===== src/common/loop_master_cfg.svh =====
// Constants for the loop master signaling controller
// What this block does
// - Loopback isolates line input, holds drivers, loops internally
// - Loopback acts only while powered on
// - Valid frame only with good sync, no errors
// - Valid frame updates on sync edge or demod end
// - Signaling inputs sampled on frame sync rise
// - Signaling outputs update on sync edge or demod end
// - Share disable latches controls, floats status outputs
// - Powered down: no modulation, demod and outputs live
// - Powered down: no transmit or receive register transfers
// - Power-up waits three syncs or slave burst end
// - Each frame sync from the arming sync on starts one modulation burst
// - Insert mode puts slave bit 2 into output LSB
// - Insert mode sends input PCM LSB as bit 2
// - Insert mode forces sent PCM word LSB low
// - Tx gate shifts eight bits out, else float
// - Rx gate loads eight bits on falling edges
`ifndef LOOP_MASTER_CFG_SVH
`define LOOP_MASTER_CFG_SVH

// Register byte offsets
`define REG_STATUS 8'h00
`define REG_MASK 8'h04
`define REG_CTRL 8'h08
`define REG_STATE 8'h0C

// Status and mask bit positions
`define EV_FRAME_SYNC 0
`define EV_DEMOD_DONE 1
`define EV_VALID_LOST 2
`define EV_POWER_UP 3
`define EV_COUNT 4

// Control bits and reset value
`define CTRL_MOD_EN 0
`define CTRL_RESET 8'h01

// Synchronised pin vector positions
`define PIN_FSYNC 0
`define PIN_PCLK 1
`define PIN_TXG 2
`define PIN_RXG 3
`define PIN_PCMIN 4
`define PIN_SIGA 5
`define PIN_SIGB 6
`define PIN_PWR 7
`define PIN_LOOPN 8
`define PIN_INSERT 9
`define PIN_SHARE 10
`define PIN_COUNT 11

// Sync edges to wait after power-up, PCM word length
`define POWERUP_SYNC_EDGES 2'h3
`define PCM_BITS 4'h8

// AXI responses
`define RESP_OKAY 2'h0
`define RESP_SLVERR 2'h2

`endif


===== src/common/loop_master_pkg.sv =====
// Types shared by the loop master signaling controller
package loop_master_pkg;

	// Power sequencing states
	typedef enum logic [1:0] {
		PWR_DOWN,
		PWR_WAIT,
		PWR_ARMED,
		PWR_RUN
	} pwr_state_type;

	// Register selected by an address
	typedef enum logic [2:0] {
		SEL_STATUS,
		SEL_MASK,
		SEL_CTRL,
		SEL_STATE,
		SEL_NONE
	} reg_sel_type;

endpackage


===== src/design/pin_sync.sv =====
// Two-flop synchroniser with edge detection for a bundle of pins
`timescale 1ns/1ns
`default_nettype none

module pin_sync #(
	parameter int W = 1
) (
	input wire logic aclk,
	input wire logic aresetn,
	input wire logic [W-1:0] din,
	output logic [W-1:0] q,
	output logic [W-1:0] rise,
	output logic [W-1:0] fall
);

	logic [W-1:0] meta_reg; // First stage, read only by the second
	logic [W-1:0] sync_reg; // Second stage, safe to use
	logic [W-1:0] last_reg; // Previous synced value for edges

	// Shift chain; edges come from stages two and three only
	always_ff @(posedge aclk) begin
		if (!aresetn) begin
			meta_reg <= '0;
			sync_reg <= '0;
			last_reg <= '0;
		end else begin
			meta_reg <= din;
			sync_reg <= meta_reg;
			last_reg <= sync_reg;
		end
	end

	assign q = sync_reg;
	assign rise = sync_reg & ~last_reg;
	assign fall = ~sync_reg & last_reg;

endmodule

`default_nettype wire


===== src/design/loop_master_signaling_ctrl.sv =====
// Master-side signaling, power and PCM control of a digital-loop transceiver
//
// Decided for this implementation: the register addresses and the AXI4-Lite slave port.
`timescale 1ns/1ns
`default_nettype none
`include "loop_master_cfg.svh"

module loop_master_signaling_ctrl #(
	parameter int ADDR_W = 8
) (
	input wire logic aclk,
	input wire logic aresetn,
	// AXI4-Lite slave
	input wire logic [ADDR_W-1:0] s_axi_awaddr,
	input wire logic s_axi_awvalid,
	output logic s_axi_awready,
	input wire logic [31:0] s_axi_wdata,
	input wire logic [3:0] s_axi_wstrb,
	input wire logic s_axi_wvalid,
	output logic s_axi_wready,
	output logic [1:0] s_axi_bresp,
	output logic s_axi_bvalid,
	input wire logic s_axi_bready,
	input wire logic [ADDR_W-1:0] s_axi_araddr,
	input wire logic s_axi_arvalid,
	output logic s_axi_arready,
	output logic [31:0] s_axi_rdata,
	output logic [1:0] s_axi_rresp,
	output logic s_axi_rvalid,
	input wire logic s_axi_rready,
	output logic irq,
	// Device pins
	input wire logic frame_sync_in,
	input wire logic pcm_bit_clock,
	input wire logic tx_gate,
	input wire logic rx_gate,
	input wire logic pcm_in,
	output logic pcm_out,
	output logic pcm_out_oe,
	input wire logic sig_in_a,
	input wire logic sig_in_b,
	output logic sig_out_a,
	output logic sig_out_a_oe,
	output logic sig_out_b,
	output logic sig_out_b_oe,
	output logic valid_frame,
	output logic valid_frame_oe,
	input wire logic power_on,
	input wire logic self_loop_n,
	input wire logic sig_lsb_insert_en,
	input wire logic bus_share_en,
	// Line front end control
	output logic demod_input_en,
	output logic drive_ref_hold,
	output logic loop_internal,
	output logic modulator_on,
	// Demodulator results, same clock
	input wire logic demod_done,
	input wire logic demod_sync_ok,
	input wire logic demod_bit_err,
	input wire logic [7:0] demod_pcm,
	input wire logic demod_sig_a,
	input wire logic demod_sig_b,
	// Modulator burst request
	output logic burst_start,
	output logic [7:0] burst_pcm,
	output logic burst_sig_a,
	output logic burst_sig_b
);

	// Decode a register address; shared by read and write paths
	function automatic loop_master_pkg::reg_sel_type reg_decode(input logic [ADDR_W-1:0] a);
		logic [7:0] lo;
		lo = a[7:0];
		if ((a >> 8) != '0) begin
			reg_decode = loop_master_pkg::SEL_NONE;
		end else if (lo == `REG_STATUS) begin
			reg_decode = loop_master_pkg::SEL_STATUS;
		end else if (lo == `REG_MASK) begin
			reg_decode = loop_master_pkg::SEL_MASK;
		end else if (lo == `REG_CTRL) begin
			reg_decode = loop_master_pkg::SEL_CTRL;
		end else if (lo == `REG_STATE) begin
			reg_decode = loop_master_pkg::SEL_STATE;
		end else begin
			reg_decode = loop_master_pkg::SEL_NONE;
		end
	endfunction

	// Pin synchronisation: every pin is asynchronous to aclk
	logic [`PIN_COUNT-1:0] pin_raw;
	logic [`PIN_COUNT-1:0] pin_q;
	logic [`PIN_COUNT-1:0] pin_rise;
	logic [`PIN_COUNT-1:0] pin_fall;

	assign pin_raw = {bus_share_en, sig_lsb_insert_en, self_loop_n, power_on, sig_in_b,
		sig_in_a, pcm_in, rx_gate, tx_gate, pcm_bit_clock, frame_sync_in};

	pin_sync #(.W(`PIN_COUNT)) u_sync (
		.aclk(aclk),
		.aresetn(aresetn),
		.din(pin_raw),
		.q(pin_q),
		.rise(pin_rise),
		.fall(pin_fall)
	);

	wire share_on = pin_q[`PIN_SHARE];
	wire fs_rise = pin_rise[`PIN_FSYNC];
	wire pclk_rise = pin_rise[`PIN_PCLK];
	wire pclk_fall = pin_fall[`PIN_PCLK];

	// Held copies of the shared control inputs
	logic [4:0] held_reg; // {insert, loop_n, power, sig_b, sig_a}
	wire [4:0] live_ctl = {pin_q[`PIN_INSERT], pin_q[`PIN_LOOPN], pin_q[`PIN_PWR],
		pin_q[`PIN_SIGB], pin_q[`PIN_SIGA]};
	// Live pins while shared bus enabled, frozen copy otherwise
	wire [4:0] eff_ctl = share_on ? live_ctl : held_reg;
	wire eff_sig_a = eff_ctl[0];
	wire eff_sig_b = eff_ctl[1];
	wire eff_power = eff_ctl[2];
	wire eff_loop_n = eff_ctl[3];
	wire eff_insert = eff_ctl[4];

	// Track the pins while enabled so the value at the fall is kept
	always_ff @(posedge aclk) begin
		if (!aresetn) begin
			held_reg <= 5'h00;
		end else if (share_on) begin
			held_reg <= live_ctl;
		end
	end

	// Loopback front end control
	wire loop_active = eff_power & ~eff_loop_n;
	assign demod_input_en = ~loop_active;
	assign drive_ref_hold = loop_active;
	assign loop_internal = loop_active;
	assign modulator_on = eff_power;

	// Register file state
	logic [`EV_COUNT-1:0] status_reg; // Sticky events
	logic [`EV_COUNT-1:0] mask_reg; // Interrupt enables
	logic [7:0] ctrl_reg; // Control bits
	wire mod_en = ctrl_reg[`CTRL_MOD_EN];

	// Power sequencing
	loop_master_pkg::pwr_state_type pwr_reg;
	loop_master_pkg::pwr_state_type pwr_next;
	logic [1:0] wait_cnt_reg; // Frame sync edges seen while waiting
	logic [1:0] wait_cnt_next;
	wire wait_done = (wait_cnt_reg + 2'h1 == `POWERUP_SYNC_EDGES) & fs_rise;

	// Next power state
	always_comb begin
		pwr_next = pwr_reg;
		wait_cnt_next = wait_cnt_reg;
		case (pwr_reg)
			loop_master_pkg::PWR_DOWN: begin
				wait_cnt_next = 2'h0;
				if (eff_power) begin
					pwr_next = loop_master_pkg::PWR_WAIT;
				end
			end
			loop_master_pkg::PWR_WAIT: begin
				// Three syncs or the end of a slave burst, whichever first
				if (wait_done || demod_done) begin
					pwr_next = loop_master_pkg::PWR_ARMED;
				end else if (fs_rise) begin
					wait_cnt_next = wait_cnt_reg + 2'h1;
				end
			end
			loop_master_pkg::PWR_ARMED: begin
				if (fs_rise) begin
					pwr_next = loop_master_pkg::PWR_RUN;
				end
			end
			default: begin
				pwr_next = pwr_reg;
			end
		endcase
		// Power loss overrides every state
		if (!eff_power) begin
			pwr_next = loop_master_pkg::PWR_DOWN;
		end
	end

	// Power state registers
	always_ff @(posedge aclk) begin
		if (!aresetn) begin
			pwr_reg <= loop_master_pkg::PWR_DOWN;
			wait_cnt_reg <= 2'h0;
		end else begin
			pwr_reg <= pwr_next;
			wait_cnt_reg <= wait_cnt_next;
		end
	end

	// A burst starts on each sync once running, and on the arming sync
	wire transmitting = (pwr_reg == loop_master_pkg::PWR_RUN) ||
		(pwr_reg == loop_master_pkg::PWR_ARMED);
	wire burst_go = fs_rise & transmitting & eff_power & mod_en;
	wire power_up_ev = fs_rise & eff_power & (pwr_reg == loop_master_pkg::PWR_ARMED);

	// PCM receive shift: eight falling bit-clock edges after rx gate rise
	logic [7:0] rx_shift_reg;
	logic [3:0] rx_cnt_reg; // Bits still to take
	logic [7:0] rx_word_reg; // Word heading for the slave
	wire rx_take = pclk_fall & (rx_cnt_reg != 4'h0);
	wire rx_last = rx_take & (rx_cnt_reg == 4'h1);

	// Receive shifter, MSB first
	always_ff @(posedge aclk) begin
		if (!aresetn) begin
			rx_shift_reg <= 8'h00;
			rx_cnt_reg <= 4'h0;
		end else if (pin_rise[`PIN_RXG]) begin
			rx_cnt_reg <= `PCM_BITS;
		end else if (rx_take) begin
			rx_shift_reg <= {rx_shift_reg[6:0], pin_q[`PIN_PCMIN]};
			rx_cnt_reg <= rx_cnt_reg - 4'h1;
		end
	end

	// Word transfer stops in power-down
	always_ff @(posedge aclk) begin
		if (!aresetn) begin
			rx_word_reg <= 8'h00;
		end else if (rx_last && eff_power) begin
			rx_word_reg <= {rx_shift_reg[6:0], pin_q[`PIN_PCMIN]};
		end
	end

	// Demodulated results held until the next frame sync
	logic valid_pend_reg;
	logic sig_a_pend_reg;
	logic sig_b_pend_reg;
	logic [7:0] line_pcm_reg; // Last word received from the slave
	wire frame_good = demod_sync_ok & ~demod_bit_err;

	// Catch each demodulated burst; a new burst wins over the sync clear
	always_ff @(posedge aclk) begin
		if (!aresetn) begin
			valid_pend_reg <= 1'b0;
			sig_a_pend_reg <= 1'b0;
			sig_b_pend_reg <= 1'b0;
			line_pcm_reg <= 8'h00;
		end else if (demod_done) begin
			valid_pend_reg <= frame_good;
			sig_a_pend_reg <= demod_sig_a;
			sig_b_pend_reg <= demod_sig_b;
			line_pcm_reg <= demod_pcm;
		end else if (fs_rise && eff_power) begin
			// No burst this frame reads as invalid next frame
			valid_pend_reg <= 1'b0;
		end
	end

	// Status outputs: sync edge when powered, demod end when down
	logic valid_frame_reg;
	logic sig_out_a_reg;
	logic sig_out_b_reg;
	wire out_update = eff_power ? fs_rise : demod_done;
	wire out_valid = eff_power ? valid_pend_reg : frame_good;
	wire valid_lost = out_update & valid_frame_reg & ~out_valid;

	// Status output registers
	always_ff @(posedge aclk) begin
		if (!aresetn) begin
			valid_frame_reg <= 1'b0;
			sig_out_a_reg <= 1'b0;
			sig_out_b_reg <= 1'b0;
		end else if (out_update) begin
			valid_frame_reg <= out_valid;
			sig_out_a_reg <= eff_power ? sig_a_pend_reg : demod_sig_a;
			sig_out_b_reg <= eff_power ? sig_b_pend_reg : demod_sig_b;
		end
	end

	// Outputs float while the shared bus is given away
	assign valid_frame = valid_frame_reg;
	assign sig_out_a = sig_out_a_reg;
	assign sig_out_b = sig_out_b_reg;
	assign valid_frame_oe = share_on;
	assign sig_out_a_oe = share_on;
	assign sig_out_b_oe = share_on;

	// Burst contents, sampled at the sync that starts the burst
	logic [7:0] burst_pcm_reg;
	logic burst_sig_a_reg;
	logic burst_sig_b_reg;
	logic burst_start_reg;
	// Insert mode: bit 2 rides in the PCM LSB, which then goes out as zero
	wire [7:0] send_pcm = eff_insert ? {rx_word_reg[7:1], 1'b0} : rx_word_reg;
	wire send_sig_b = eff_insert ? rx_word_reg[0] : eff_sig_b;

	// Load the burst payload on each frame sync rise while powered
	always_ff @(posedge aclk) begin
		if (!aresetn) begin
			burst_pcm_reg <= 8'h00;
			burst_sig_a_reg <= 1'b0;
			burst_sig_b_reg <= 1'b0;
			burst_start_reg <= 1'b0;
		end else begin
			burst_start_reg <= burst_go;
			if (fs_rise && eff_power) begin
				burst_pcm_reg <= send_pcm;
				burst_sig_a_reg <= eff_sig_a;
				burst_sig_b_reg <= send_sig_b;
			end
		end
	end

	assign burst_start = burst_start_reg;
	assign burst_pcm = burst_pcm_reg;
	assign burst_sig_a = burst_sig_a_reg;
	assign burst_sig_b = burst_sig_b_reg;

	// Transmit word and shifter
	logic [7:0] tx_word_reg;
	logic [3:0] tx_cnt_reg; // Bits already presented
	logic pcm_out_reg;
	wire tx_gate_on = pin_q[`PIN_TXG];
	wire [7:0] tx_src = eff_insert ? {line_pcm_reg[7:1], sig_b_pend_reg} : line_pcm_reg;

	// Slave word moves to the output register on the frame sync
	always_ff @(posedge aclk) begin
		if (!aresetn) begin
			tx_word_reg <= 8'h00;
		end else if (fs_rise && eff_power) begin
			tx_word_reg <= tx_src;
		end
	end

	// One bit per rising bit-clock edge, MSB first, eight in all
	always_ff @(posedge aclk) begin
		if (!aresetn) begin
			tx_cnt_reg <= 4'h0;
			pcm_out_reg <= 1'b0;
		end else if (pin_rise[`PIN_TXG]) begin
			tx_cnt_reg <= 4'h0;
		end else if (tx_gate_on && pclk_rise && tx_cnt_reg != `PCM_BITS) begin
			pcm_out_reg <= tx_word_reg[3'(4'h7 - tx_cnt_reg)];
			tx_cnt_reg <= tx_cnt_reg + 4'h1;
		end
	end

	assign pcm_out = pcm_out_reg;
	assign pcm_out_oe = tx_gate_on;

	// Event sources
	logic [`EV_COUNT-1:0] ev_set;
	assign ev_set[`EV_FRAME_SYNC] = fs_rise;
	assign ev_set[`EV_DEMOD_DONE] = demod_done;
	assign ev_set[`EV_VALID_LOST] = valid_lost;
	assign ev_set[`EV_POWER_UP] = power_up_ev;

	// AXI4-Lite write path: address and data may come in either order
	logic aw_full_reg;
	logic w_full_reg;
	logic [ADDR_W-1:0] aw_addr_reg;
	logic [31:0] w_data_reg;
	logic [3:0] w_strb_reg;
	logic bvalid_reg;
	logic [1:0] bresp_reg;
	assign s_axi_awready = ~aw_full_reg & ~bvalid_reg;
	assign s_axi_wready = ~w_full_reg & ~bvalid_reg;
	wire do_write = aw_full_reg & w_full_reg & ~bvalid_reg;
	wire loop_master_pkg::reg_sel_type wsel = reg_decode(aw_addr_reg);
	wire wlow = do_write & w_strb_reg[0]; // All fields sit in byte 0
	wire [`EV_COUNT-1:0] w1c = (wlow && wsel == loop_master_pkg::SEL_STATUS) ?
		w_data_reg[`EV_COUNT-1:0] : '0;

	// Capture halves, then answer once both are in
	always_ff @(posedge aclk) begin
		if (!aresetn) begin
			aw_full_reg <= 1'b0;
			w_full_reg <= 1'b0;
			aw_addr_reg <= '0;
			w_data_reg <= 32'h00000000;
			w_strb_reg <= 4'h0;
			bvalid_reg <= 1'b0;
			bresp_reg <= `RESP_OKAY;
		end else begin
			if (s_axi_awvalid && s_axi_awready) begin
				aw_full_reg <= 1'b1;
				aw_addr_reg <= s_axi_awaddr;
			end
			if (s_axi_wvalid && s_axi_wready) begin
				w_full_reg <= 1'b1;
				w_data_reg <= s_axi_wdata;
				w_strb_reg <= s_axi_wstrb;
			end
			if (do_write) begin
				aw_full_reg <= 1'b0;
				w_full_reg <= 1'b0;
				bvalid_reg <= 1'b1;
				bresp_reg <= (wsel == loop_master_pkg::SEL_NONE) ? `RESP_SLVERR : `RESP_OKAY;
			end else if (bvalid_reg && s_axi_bready) begin
				bvalid_reg <= 1'b0;
			end
		end
	end

	assign s_axi_bvalid = bvalid_reg;
	assign s_axi_bresp = bresp_reg;

	// Status, mask and control; a new event beats a write-one clear
	always_ff @(posedge aclk) begin
		if (!aresetn) begin
			status_reg <= '0;
			mask_reg <= '0;
			ctrl_reg <= `CTRL_RESET;
		end else begin
			status_reg <= (status_reg & ~w1c) | ev_set;
			if (wlow && wsel == loop_master_pkg::SEL_MASK) begin
				mask_reg <= w_data_reg[`EV_COUNT-1:0];
			end
			if (wlow && wsel == loop_master_pkg::SEL_CTRL) begin
				ctrl_reg <= {7'h00, w_data_reg[`CTRL_MOD_EN]};
			end
		end
	end

	assign irq = |(status_reg & mask_reg);

	// AXI4-Lite read path, one outstanding read
	logic rvalid_reg;
	logic [31:0] rdata_reg;
	logic [1:0] rresp_reg;
	assign s_axi_arready = ~rvalid_reg;
	wire loop_master_pkg::reg_sel_type rsel = reg_decode(s_axi_araddr);
	wire [31:0] state_word = {24'h000000, pwr_reg, share_on, sig_out_b_reg, sig_out_a_reg,
		valid_frame_reg, loop_active, eff_power};
	wire [31:0] rd_mux =
		(rsel == loop_master_pkg::SEL_STATUS) ? {28'h0000000, status_reg} :
		(rsel == loop_master_pkg::SEL_MASK) ? {28'h0000000, mask_reg} :
		(rsel == loop_master_pkg::SEL_CTRL) ? {24'h000000, ctrl_reg} :
		(rsel == loop_master_pkg::SEL_STATE) ? state_word : 32'h00000000;

	// Read data is captured at the address handshake
	always_ff @(posedge aclk) begin
		if (!aresetn) begin
			rvalid_reg <= 1'b0;
			rdata_reg <= 32'h00000000;
			rresp_reg <= `RESP_OKAY;
		end else if (s_axi_arvalid && s_axi_arready) begin
			rvalid_reg <= 1'b1;
			rdata_reg <= rd_mux;
			rresp_reg <= (rsel == loop_master_pkg::SEL_NONE) ? `RESP_SLVERR : `RESP_OKAY;
		end else if (rvalid_reg && s_axi_rready) begin
			rvalid_reg <= 1'b0;
		end
	end

	assign s_axi_rvalid = rvalid_reg;
	assign s_axi_rdata = rdata_reg;
	assign s_axi_rresp = rresp_reg;

endmodule

`default_nettype wire


===== config.mk =====
export PLATFORM = sky130hd
export DESIGN_NAME = loop_master_signaling_ctrl
export DESIGN_NICKNAME = d
export VERILOG_FILES = /design/src/common/loop_master_pkg.sv /design/src/design/pin_sync.sv /design/src/design/loop_master_signaling_ctrl.sv
export VERILOG_INCLUDE_DIRS = /design/src /design/src/common
export SDC_FILE = /design/constraint.sdc
export NUM_CORES = 1
export LEC_CHECK = 0
export BUFFER_PORTS_ARGS = -buffer_cell sky130_fd_sc_hd__clkbuf_2
export CORE_ASPECT_RATIO = 2
export CORE_MARGIN = 1
export CORE_UTILIZATION = 52
export DETAILED_ROUTE_END_ITERATION = 6
export MAX_ROUTING_LAYER = met4
export PLACE_DENSITY = 0.77
export SYNTH_ARGS = -nofsm -noshare
export SYNTH_HDL_FRONTEND = slang
export SYNTH_SLANG_ARGS = --single-unit

===== constraint.sdc =====
create_clock -name aclk -period 2.08 [get_ports aclk]
set_input_delay 0.416 -clock aclk [delete_from_list [all_inputs] [get_ports aclk]]
set_output_delay 0.416 -clock aclk [all_outputs]
set_load 0.02 [all_outputs]

Word-level counts from Yosys, hierarchy flattened
Index checks and enable logic that the tools add are counted.
{"block": "op_classes", "addsub": 4, "order_cmp": 1, "eq_ne": 23, "mux": 39, "n_bitwise": 36, "n_reduce_logical": 35}
{"operator": "== test 8 x 4 -> 1 bit, second input constant", "n": 4}
{"operator": "two-way mux 8 bit", "n": 4}
{"operator": "two-way mux 3 bit", "n": 8}
{"operator": "AND 1 bit", "n": 17}
{"operator": "== test 8 x 3 -> 1 bit, second input constant", "n": 2}
{"operator": "zero test 8 bit", "n": 2}
{"operator": "two-way mux 1 bit", "n": 14}
{"operator": "AND 4 bit", "n": 3}
{"operator": "logical AND 1 bit", "n": 12}
{"operator": "two-way mux 2 bit", "n": 6}
{"operator": "two-way mux 4 bit", "n": 3}
{"operator": "NOT 1 bit", "n": 11}
{"operator": "nonzero test 2 bit", "n": 5}
{"operator": "== test 3 x 2 -> 1 bit, second input constant", "n": 3}
{"operator": "inequality test 2 bit, second input constant", "n": 4}
{"operator": "NOT 4 bit", "n": 2}
{"operator": "== test 2 bit, second input constant", "n": 3}
{"operator": "== test 3 x 1 -> 1 bit, second input constant", "n": 2}
{"operator": "== test 3 bit, second input constant", "n": 2}
{"operator": "zero test 3 bit", "n": 2}
{"operator": "one-hot mux 2 bit (3 select lines)", "n": 1}
{"operator": "AND reduction 2 bit", "n": 3}
{"operator": "AND reduction 3 bit", "n": 2}
{"operator": "OR reduction 2 bit", "n": 3}
{"operator": "other kinds (19)", "n": 20}
{"block": "totals", "ff_bits": 154, "in_bits": 83, "wordCells": 175}

Depth between registers and ports, before layout
Gate-level depths: netlist (run 1).
{"block": "logic_depth", "word_depth": 11, "mapped_depth": 7, "ltp_nobuf": 6}

Cells and area by module
A second synthesis (run 1) with hierarchy kept.
{"block": "hier_totals", "hier_cells": 605, "hier_area_um2": 5560.3}
{"mod": "loop_master_signaling_ctrl", "instances": 1, "cells_each": 514, "area_per_inst_um2": 4524.3, "seq_area_each_um2": 2042.0}
{"mod": "pin_sync", "instances": 1, "cells_each": 91, "area_per_inst_um2": 1036.0, "seq_area_each_um2": 660.6}

Worst setup path before layout (run 1)
OpenSTA, ideal clock, no wires.
{"block": "synth_timing", "path_type": "register to register", "from": "reg u_sync.sync_reg[10], in the netlist u_sync.q[10]", "to": "reg rdata_reg[0], in the netlist s_axi_rdata[0]", "arrival_ps": 1814, "required_time_ps": 1952, "slack_ps": 139, "path_stages_with_launch": 7, "path_buffers": 1, "synth_period_minus_slack_ps": 1941, "cell_sequence": "dfxtp_1 -> buf_6 -> mux2i_4 -> inv_2 -> mux4_2 -> a22oi_1 -> nor2_1"}
{"block": "synth_via", "elab_chain_len": 5}
{"item": "from (decl)", "line": "pin_sync.sv:17", "text": "logic [W-1:0] sync_reg;"}
{"item": "from (signal assigned)", "line": "pin_sync.sv:28", "text": "sync_reg <= meta_reg;"}
{"item": "two-way mux 5 bit"}
{"item": "named net modulator_on", "line": "loop_master_signaling_ctrl.sv:56", "text": "output logic modulator_on,"}
{"item": "two-way mux 8 bit", "line": "loop_master_signaling_ctrl.sv:439", "text": "(rsel == loop_master_pkg::SEL_STATE) ? state_word : 32'h00000000;"}
{"item": "two-way mux 8 bit", "line": "loop_master_signaling_ctrl.sv:438", "text": "(rsel == loop_master_pkg::SEL_CTRL) ? {24'h000000, ctrl_reg} :"}
{"item": "two-way mux 8 bit", "line": "loop_master_signaling_ctrl.sv:437", "text": "(rsel == loop_master_pkg::SEL_MASK) ? {28'h0000000, mask_reg} :"}
{"item": "two-way mux 8 bit", "line": "loop_master_signaling_ctrl.sv:436", "text": "(rsel == loop_master_pkg::SEL_STATUS) ? {28'h0000000, status_reg} :"}
{"item": "to (signal assigned)", "line": "loop_master_signaling_ctrl.sv:449", "text": "rdata_reg <= rd_mux;"}
{"item": "to (decl)", "line": "loop_master_signaling_ctrl.sv:429", "text": "logic [31:0] rdata_reg;"}
The timed path passes the listed nets, and every way through them passes these cells.
A chain may end at the register's enable or synchronous reset.

Final worst setup path (run 1)
{"block": "layout_timing", "from": "reg held_reg[2]", "to": "out drive_ref_hold"}
{"block": "layout_via", "elab_chain_len": 2}
{"item": "from (decl)", "line": "loop_master_signaling_ctrl.sv:114", "text": "logic [4:0] held_reg;"}
{"item": "from (signal assigned)", "line": "loop_master_signaling_ctrl.sv:130", "text": "held_reg <= live_ctl;"}
{"item": "two-way mux 5 bit"}
{"item": "AND 1 bit", "line": "loop_master_signaling_ctrl.sv:135", "text": "wire loop_active = eff_power & ~eff_loop_n;"}
{"item": "to (decl)", "line": "loop_master_signaling_ctrl.sv:54", "text": "output logic drive_ref_hold,"}
No other way between the ends.

==> results of run 1 <==
-- power by group through the flow --
stage | clock network (W) | logic, W | registers, W
after floorplan | 0 | 0.000279 | 0.00262
after global placement | 0 | 0.000359 | 0.00262
after detailed placement | 0 | 0.000370 | 0.00262
after CTS | 0.00292 | 0.000373 | 0.00257
after global routing | 0.00303 | 0.000410 | 0.00258
final | 0.00288 | 0.000373 | 0.00257
-- cells by family (layout without fill, tap and decap cells) --
family                   after synthesis  after routing
adder cells (fa/ha/maj)               10             10
buffers and inverters                 73            157
AND/OR/NAND/NOR                      211            211
other                                  1             26
flip-flops                           128            128
XOR/XNOR                               6              6
AO/OA/AOI/OAI                         75             75
multiplexers                          49             49
-- layer usage --
layer / track usage, % / up-vias / wire, um
met3: 7.62 / 35 / 483
met2: 42.0 / 124 / 6240
met4: 12.6 / 0 / 511
met1: 21.3 / 1891 / 3900
met5: - / - / 0
li1: - / 1990 / -
-- cells in the final DEF (no fill, tap or decap), drive strengths merged, types with 3 or more instances in the layout --
| master | n |
|---|---|
| clkinvlp | 3 |
| a22oi | 5 |
| buf | 16 |
| a32oi | 4 |
| ha | 10 |
| nand2 | 65 |
| a211oi | 3 |
| clkinv | 6 |
| mux2i | 45 |
| nor3b | 5 |
| o21ai | 7 |
| and3b | 3 |
| clkbuf | 111 |
| conb | 26 |
| xnor2 | 4 |
| nand4 | 3 |
| nand2b | 10 |
| inv | 19 |
| nor2 | 74 |
| a311oi | 4 |
| nand3 | 4 |
| nor3 | 5 |
| nor4 | 3 |
| and2 | 28 |
| a21oi | 39 |
| dfxtp | 128 |
-- how the worst max path moves through the flow --
stage	to	slack, ns
global route	drive_ref_hold	0.08
floorplan	s_axi_rdata[0]	0.14
global placement	s_axi_rdata[7]	0.35
CTS	drive_ref_hold	0.1
finish	drive_ref_hold	0.12
detailed placement	rx_shift_reg[4]	0.29
-- stage by stage --
step,hold WS [ns],setup slack [ns],power (W),utilization (%),instance area [um^2]
final,0.205,0.124,0.00583,64.4,6250
after global routing,0.189,0.0797,0.00603,64.4,6250
after CTS,0.190,0.0977,0.00587,64.4,6250
after detailed placement,0.418,0.288,0.00299,58.4,5660
after global placement,0.415,0.351,0.00298,58.4,5660
after floorplan,0.412,0.139,0.00290,-,5250
-- cell type report --
class | count | area (um^2)
Sequential cell | 128 | 2560
Clock buffer | 21 | 470
Tap cell | 132 | 165
Inverter | 19 | 71.3
Fill cell | 829 | 3450
Timing Repair Buffer | 106 | 571
Clock inverter | 11 | 113
Multi-Input combinational cell | 377 | 2290
==> summary.md, run 1 <==
| Metric | Value |
|---|---|
| Status | complete, no violations |
| Total CTS buffers | 17 |
| Fraction of layout cells with a size suffix above 1 | 23.0% |
| Final ANT Viol Nets | 0 |
| Row count | 51 |
| Leakage | 2.70 nW |
| Htree depth | 4 |
| Crit path cell chain | inv_1 -> o32a_2 -> inv_1 -> clkbuf_2 |
| Hold/Removal Path Class | in -> reg |
| Worst R2R Start | rx_cnt_reg[1] |
| Most used DFF post-synth | dfxtp_1 |
| Combinational power share | 6.4% |
| Total number of vias | 4,040 |
| Multiplexer share of the synthesized area | 10.3% |
| Via/cell ratio | 5.09 |
| Tcrit/Tclk final | 94.1% |
| Synthesized area | 5150 um^2 |
| Area Growth Syn to Fin | 21.2% |
| # DRC | 0 |
| Setup TNS | 0 ns |
| Minimum clock period | 1.96 ns |
| Yosys cell types | 54 |
| Worst R2R End | rx_shift_reg[3] |
| Post-synthesis adder-cell area fraction | 2.43% |
| Die width | 72.4 um |
| CTS max path bufs | 2 |
| Worst-path fanout max | 3 |
| Max Fclk | 511 MHz |
| Net Switching | 0.00132 W |
| Ys async rst share | 0% |
| Simple-Gate Fraction of Synth Area | 19.8% |
| Sequential cell area fraction in the yosys report | 49.7% |
| RSZ-0062 raised after global routing | false |
| Initial Util | 53.1% |
| Worst skew pair latency | 0.42 ns |
| Final WL | 11,100 um |
| Resize count post-CTS | 0 |
| Antenna violations before repair | 0 |
| Fin. max-slew vios | 0 |
| Cell area power density | 933 nW/um^2 |
| Relative slew margins | 51.5% |
| CP max stage cell | o32a_2 |
| Core area | 9700 um^2 |
| Max Clock Skew | 0.00960 ns |
| Main area contributors after synthesis | dfxtp_1, mux2i_1, nor2_1 |
| CTS Hold Bufs | 0 |
| Hold depth | 2 |
| Worst path depth | 4 |
| Worst reg2reg path depth | 7 |
| Setup Fix Bufs, Post-CTS | 0 |
| Data required, critical path | 1.66 ns |
| First-pass GRT wire length | 17,900 um |
| Largest family of logic cells by synthesized area | simple AND/OR/NAND/NOR gates |
| Worst slew pin tran | 0.726 ns |
| DRT Pass-1 Iters | 4 |
| Count of input and output buffers | 90 |
| Placed Cells | 762 |
| R2R setup slack | 0.21 ns |
| Nets | 742 |
| Worst Setup Path Type | reg -> out |
| CP max stage delay | 0.44 ns |
| Crit. End Element | output pin |
| Post-synth EDFFs | 0 |
| Fin cells | 794 |
| Worst setup path start | held_reg[2] |
| Worst EP arrival | 1.54 ns |
| Sequential Power Share | 44.1% |
| Top cells by count, synth | dfxtp_1, nor2_1, nand2_1 |
| Yosys top cell area share | 49.7% |
| # IOs | 148 |
| CTS tree | built |
| Worst-path clk slew | 0.06 ns |
| Wirelength per Cell | 14.0 um |
| Post-synthesis compound-gate area fraction | 9.13% |
| Hold Path Sink | u_sync.meta_reg[2] |
| Initial DRC Count | 193 |
| YS warnings | 0 |
| Post-Synth XOR/XNOR Area | 1.02% |
| Gr usage total | 23.4% |
| MaxCap Viol Count | 0 |
| WP buf/inv | 3 |
| Delay-heaviest family, CP | compound AO/OA/AOI/OAI gates |
| Number of global-route vias before repair | 3,884 |
| RD Place Congestion | 0.888 |
| Most Frequent Cell on Critical Path | inv_1 |
| Root Driver | clkbuf_16 |
| Switching Share | 22.7% |
| FF+latch count, synth | 128 |
| CP Launch Type | flop |
| Internal Pwr Total | 0.00451 W |
| Die Y | 143 um |
| Gr ovfl total | 0 |
| Mapped Cells | 553 |
| Ant diodes | 0 |
| DP HPWL | 8130 um |
| Clock share of power | 49.5% |
| Die area | 10,300 um^2 |
| CTS sink count | 128 |
| VDD IR-drop max | 0.832 mV |
| Final setup vio count | 0 |
| Hold path start | tx_gate |
| Yosys top cell by area | dfxtp_1 |
| Most common cell in the synthesized netlist | dfxtp_1 |
| Synth Area per Inst | 9.32 um^2 |
| Final hold vios | 0 |
| Largest net degree at the start of global routing | 41 |
Power figures use the tool's default switching activity.
==> run 2, diff against run 1 <==
- REMOVE_ABC_BUFFERS: not set -> 1
==> run 2 against run 1 <==
Count of clock-buffer cells in the layout rose by 3. Global-route usage is essentially flat. Design area about the same. Largest cell class unchanged.
==> summary.md, run 2 (same netlist as run 1, synthesis figures left out) <==
| Metric | Value |
|---|---|
| Final ANT Viol Nets | 0 (unchanged) |
| Ant diodes | 0 (unchanged) |
| DRT Pass-1 Iters | 4 (unchanged) |
| Row count | 51 (unchanged) |
| Final Core Density | 64.4% (about the same) |
| RSZ-0062 raised after global routing | false (unchanged) |
| Htree depth | 4 (unchanged) |
| DP HPWL | 7850 um (was 8130 um) |
| # IOs | 148 (unchanged) |
| Total CTS buffers | 17 (unchanged) |
| Final WS setup | 0.0766 ns (was 0.124 ns) |
| Tcrit/Tclk final | 96.3% (was 94.1%) |
| Gr usage total | 23.4% (about the same) |
| Final hold vios | 0 (unchanged) |
| Setup TNS | 0 ns (unchanged) |
| Worst skew pair latency | 0.41 ns (was 0.42 ns) |
| Hold depth | 2 (unchanged) |
| Relative slew margins | 47.9% (was 51.5%) |
| Worst EP arrival | 1.59 ns (was 1.54 ns) |
| Status | complete, no violations (unchanged) |
| MaxCap Viol Count | 0 (unchanged) |
| Max Fclk | 499 MHz (was 511 MHz) |
| CTS max path bufs | 2 (unchanged) |
| Hold/Removal Path Class | in -> reg (unchanged) |
| Minimum clock period | 2.00 ns (was 1.96 ns) |
| CTS Hold Bufs | 0 (unchanged) |
| Setup WS pre-CTS | 0.220 ns (was 0.288 ns) |
| Antenna violations before repair | 0 (unchanged) |
| Number of global-route vias before repair | 3,956 (was 3,884) |
| RD Place Congestion | 0.809 (was 0.888) |
| Initial DRC Count | 171 (was 193) |
| Placed Cells | 761 (was 762) |
| Setup Fix Bufs, Post-CTS | 0 (unchanged) |
| Total number of vias | 4,025 (was 4,040) |
| Area Growth Syn to Fin | 21.2% (about the same) |
| Final setup vio count | 0 (unchanged) |
| Worst-path fanout max | 10 (was 3) |
| Initial Util | 53.1% (unchanged) |
| Largest net degree at the start of global routing | 41 (unchanged) |
| Most common cell after layout, fill and taps aside | dfxtp_1 (unchanged) |
| # DRC | 0 (unchanged) |
| First-pass GRT wire length | 17,800 um (was 17,900 um) |
| CP Launch Type | flop (unchanged) |
| Via/cell ratio | 5.08 (was 5.09) |
| Resize count post-CTS | 0 (unchanged) |
| Fin. max-slew vios | 0 (unchanged) |
| Cell area power density | 920 nW/um^2 (was 933 nW/um^2) |
| Fin cells | 792 (was 794) |
| Fraction of layout cells with a size suffix above 1 | 22.1% (was 23.0%) |
| Count of input and output buffers | 90 (unchanged) |
| Crit. End Element | output pin (unchanged) |
| Die Y | 143 um (unchanged) |
| Die width | 72.4 um (unchanged) |
| Core area | 9700 um^2 (unchanged) |
| Final WL | 11,000 um (was 11,100 um) |
| Die area | 10,300 um^2 (unchanged) |
| Gr ovfl total | 0 (unchanged) |
| CTS tree | built (unchanged) |
| Most frequent cells in the layout | dfxtp_1, clkbuf_2, nor2_1 (unchanged) |
| Worst slew pin tran | 0.780 ns (was 0.726 ns) |
| CTS sink count | 128 (unchanged) |
| Worst-path clk slew | 0.05 ns (was 0.06 ns) |
| Worst Setup Path Type | reg -> out (unchanged) |
| Wirelength per Cell | 13.9 um (was 14.0 um) |
| Leakage | 2.70 nW (about the same) |
| Worst reg2reg path depth | 7 (unchanged) |
| VDD IR-drop max | 0.638 mV (was 0.832 mV) |
| Data required, critical path | 1.66 ns (about the same) |
| Max Clock Skew | 0.00897 ns (was 0.00960 ns) |
| Root Driver | clkbuf_16 (unchanged) |
| Nets | 741 (was 742) |
==> run 2: path summary, 6_finish.rpt <==
| kind | from | to | slack [ns] |
|---|---|---|---|
| min reg2reg | u_sync.meta_reg[8] | u_sync.q[8] | 0.43 |
| max reg2reg | rx_cnt_reg[0] | rx_shift_reg[4] | 0.20 |
| max | u_sync.q[10] | loop_internal | 0.08 |
| min | rx_gate | u_sync.meta_reg[3] | 0.21 |
==> run 2: critical path, stage by stage, from the launching register on <==
cell,delay [ns]
dfxtp_1,0.34
buf_4,0.20
o32a_4,0.40
inv_1,0.08
clkbuf_2,0.16
==> run 2: report_power, final <==
part           switching [W]  internal [W]
Clock               0.000993       0.00181
Combinational       0.000234      0.000142
Sequential         0.0000475       0.00253
Total                0.00127       0.00448
==> run 2: layer usage <==
layer	routed length, um	track usage [%]
met5	0	-
met4	375	14.2
met2	6140	40.8
met3	434	6.63
met1	4030	22.2
==> run 2: layout make-up <==
type / count / area, um^2
Clock buffer: 24 / 472
Timing Repair Buffer: 105 / 588
Fill cell: 851 / 3450
Clock inverter: 7 / 85.1
Multi-Input combinational cell: 377 / 2310
Sequential cell: 128 / 2560
Tap cell: 132 / 165
Inverter: 19 / 71.3
==> run 2: metrics by stage <==
step                      hold WS (ns)  cell area [um^2]  total power [W]
final                            0.209              6250          0.00575
after global routing             0.204              6250          0.00597
after CTS                        0.199              6240          0.00580
after global placement           0.415              5680          0.00299
after detailed placement         0.417              5680          0.00300
after floorplan                  0.412              4930          0.00284
==> run 3, diff against run 2 <==
- CORE_UTILIZATION: 52 -> 47
- PLACE_DENSITY: 0.77 -> 0.73
- clock period: 2.08 -> 1.84 ns (I/O delays scaled with it)
==> run 3 against run 2 <==
Routed wire length increased by 0.36%. Clock power increased by 15%. Utilization decreased by 4.4 points. Final cell count increased by 1.0%. Power increased by 14%. Via count decreased by 0.57%. Largest power group unchanged. Register-to-register slack got worse by 0.15 ns. Global-route usage decreased by 2.7 points. Sequential power increased by 13%. Setup slack got worse by 0.040 ns. Clock skew decreased by 0.0014 ns. Combinational power increased by 16%.
==> summary.md, run 3 (same netlist as run 1, synthesis figures left out) <==
| Metric | Value |
|---|---|
| MaxCap Viol Count | 0 (unchanged) |
| RSZ-0062 raised after global routing | true (was false) |
| Ant diodes | 0 (unchanged) |
| Core area | 10,600 um^2 (was 9700 um^2) |
| Initial Util | 48.6% (was 53.1%) |
| CP max stage cell | dfxtp_4 (was o32a_4) |
| Die Y | 150 um (was 143 um) |
| Worst-path fanout max | 5 (was 10) |
| Die area | 11,400 um^2 (was 10,300 um^2) |
| Most common cell after layout, fill and taps aside | dfxtp_1 (unchanged) |
| Minimum clock period | 1.80 ns |
| Sequential Power Share | 44.3% (was 44.8%) |
| Tcrit/Tclk final | 98.0% |
| Max Clock Skew | 0.00761 ns (was 0.00897 ns) |
| Total number of vias | 4,002 (was 4,025) |
| Initial DRC Count | 156 (was 171) |
| Data required, critical path | 1.47 ns (was 1.66 ns) |
| WP buf/inv | 3 (unchanged) |
| Delay-heaviest family, CP | flip-flops (was buffers and inverters) |
| Max Fclk | 555 MHz |
| Gr usage total | 20.7% (was 23.4%) |
| Fin. max-slew vios | 0 (unchanged) |
| Worst Setup Path Type | reg -> out (unchanged) |
| Worst skew pair latency | 0.41 ns (about the same) |
| Area Growth Syn to Fin | 23.6% (was 21.2%) |
| Root Driver | clkbuf_16 (unchanged) |
| Final instance area | 6370 um^2 (was 6250 um^2) |
| Switching Share | 21.9% (was 22.2%) |
| CTS sink count | 128 (unchanged) |
| Clock share of power | 49.0% (was 48.7%) |
| VDD IR-drop max | 0.686 mV (was 0.638 mV) |
| Final hold vios | 0 (unchanged) |
| Number of global-route vias before repair | 3,993 (was 3,956) |
| Total CTS buffers | 17 (unchanged) |
| Fraction of layout cells with a size suffix above 1 | 24.3% (was 22.1%) |
| First-pass GRT wire length | 17,700 um (was 17,800 um) |
| Worst-path clk slew | 0.05 ns (about the same) |
| Final ANT Viol Nets | 0 (unchanged) |
| Status | complete, no violations (unchanged) |
| Final WL | 11,000 um (about the same) |
| Power, Total | 0.00656 W (was 0.00575 W) |
| Hold depth | 2 (unchanged) |
| RD Place Congestion | 0.817 (was 0.809) |
| Via/cell ratio | 5.00 (was 5.08) |
| CP max stage delay | 0.36 ns (was 0.40 ns) |
| Hold/Removal Path Class | in -> reg (unchanged) |
| # IOs | 148 (unchanged) |
| Nets | 746 (was 741) |
| CP Launch Type | flop (unchanged) |
| # DRC | 0 (unchanged) |
| Worst reg2reg path depth | 7 (unchanged) |
| Antenna violations before repair | 0 (unchanged) |
| Internal Pwr Total | 0.00512 W (was 0.00448 W) |
| Area after DPL | 5710 um^2 (was 5680 um^2) |
| CTS Hold Bufs | 0 (unchanged) |
| CTS tree | built (unchanged) |
| Row count | 53 (was 51) |
| DRT Pass-1 Iters | 4 (unchanged) |
| CTS max path bufs | 2 (unchanged) |
| Final setup vio count | 0 (unchanged) |
| Leakage | 2.75 nW (was 2.70 nW) |
| WHS | 0.167 ns (was 0.209 ns) |
| Most frequent cells in the layout | dfxtp_1, clkbuf_2, nor2_1 (unchanged) |
| Worst EP arrival | 1.44 ns (was 1.59 ns) |
| Count of input and output buffers | 90 (unchanged) |
| Combinational power share | 6.7% (was 6.5%) |
| Wirelength per Cell | 13.8 um (was 13.9 um) |
| Die width | 76.1 um (was 72.4 um) |
| Largest net degree at the start of global routing | 74 (was 41) |
| Net Switching | 0.00143 W (was 0.00127 W) |
| Htree depth | 4 (unchanged) |
| Placed Cells | 767 (was 761) |
| Fin cells | 800 (was 792) |
| Gr ovfl total | 0 (unchanged) |
| Crit path cell chain | buf_8 -> o32a_4 -> inv_2 -> clkbuf_8 (was buf_4 -> o32a_4 -> inv_1 -> clkbuf_2) |
| Crit. End Element | output pin (unchanged) |
| DP HPWL | 7860 um (was 7850 um) |
| Cell area power density | 1030 nW/um^2 (was 920 nW/um^2) |
| Worst path depth | 4 (unchanged) |
==> run 3: changes by cell type in the layout (fill, tap and decap cells not counted), moves of 2 or more <==
cell | before | now
clkbuf_2 | 90 | 88
clkbuf_8 | 2 | 6
dfxtp_4 | 0 | 2
inv_1 | 17 | 15
buf_4 | 13 | 16
dfxtp_1 | 128 | 124
clkbuf_1 | 5 | 1
dfxtp_2 | 0 | 2
inv_2 | 2 | 4
==> run 3: area by class of cell <==
type / count / area (um^2)
tap: 137 / 171
inverter: 19 / 71.3
multi-input combinational: 377 / 2330
sequential: 128 / 2570
clock inverter: 7 / 85.1
fill: 949 / 4240
clock buffer: 22 / 484
timing repair buffer: 110 / 663
==> run 3: final timing paths <==
check                                        start                  to  slack [ns]
worst min register to register  u_sync.meta_reg[6]         u_sync.q[6]        0.43
worst min-delay path                   self_loop_n  u_sync.meta_reg[8]        0.17
worst max-delay path                  u_sync.q[10]      drive_ref_hold        0.04
worst max register to register       rx_cnt_reg[1]      rx_word_reg[1]        0.05
==> run 3: metal layers <==
layer / wire, um / vias up / GRT usage [%]
met5: 0 / - / -
li1: - / 2001 / -
met1: 4100 / 1856 / 19.2
met2: 6090 / 120 / 37.4
met4: 310 / 0 / 11.9
met3: 517 / 25 / 6.18
==> run 3: repair_timing <==
| action | 4_1_cts | 5_1_grt |
|---|---|---|
| gates cloned | 0 | 0 |
| buffers inserted | 1 | 3 |
| setup endpoints to repair | 3 | 19 |
| hold endpoints to repair | 0 | 0 |
| resized for setup | 8 | 11 |
| pin swaps | 1 | 4 |
==> run 3: through the flow <==
step	setup TNS [ns]	worst slack [ns]	utilization [%]
after floorplan	-22.58	-0.787	-
after global placement	0	0.102	53.8
after detailed placement	0	0.0304	53.8
after CTS	0	0.00287	59.6
after global routing	-0.0964	-0.0289	60.1
final	0	0.0370	60.1
==> run 3: power by group through the flow <==
stage	Sequential [W]	Clock [W]	Combinational, W
2_1_floorplan	0.00297	0	0.000241
3_3_place_gp	0.00296	0	0.000418
3_5_place_dp	0.00296	0	0.000428
4_1_cts	0.00291	0.00327	0.000434
5_1_grt	0.00291	0.00340	0.000479
6_report	0.00291	0.00321	0.000437
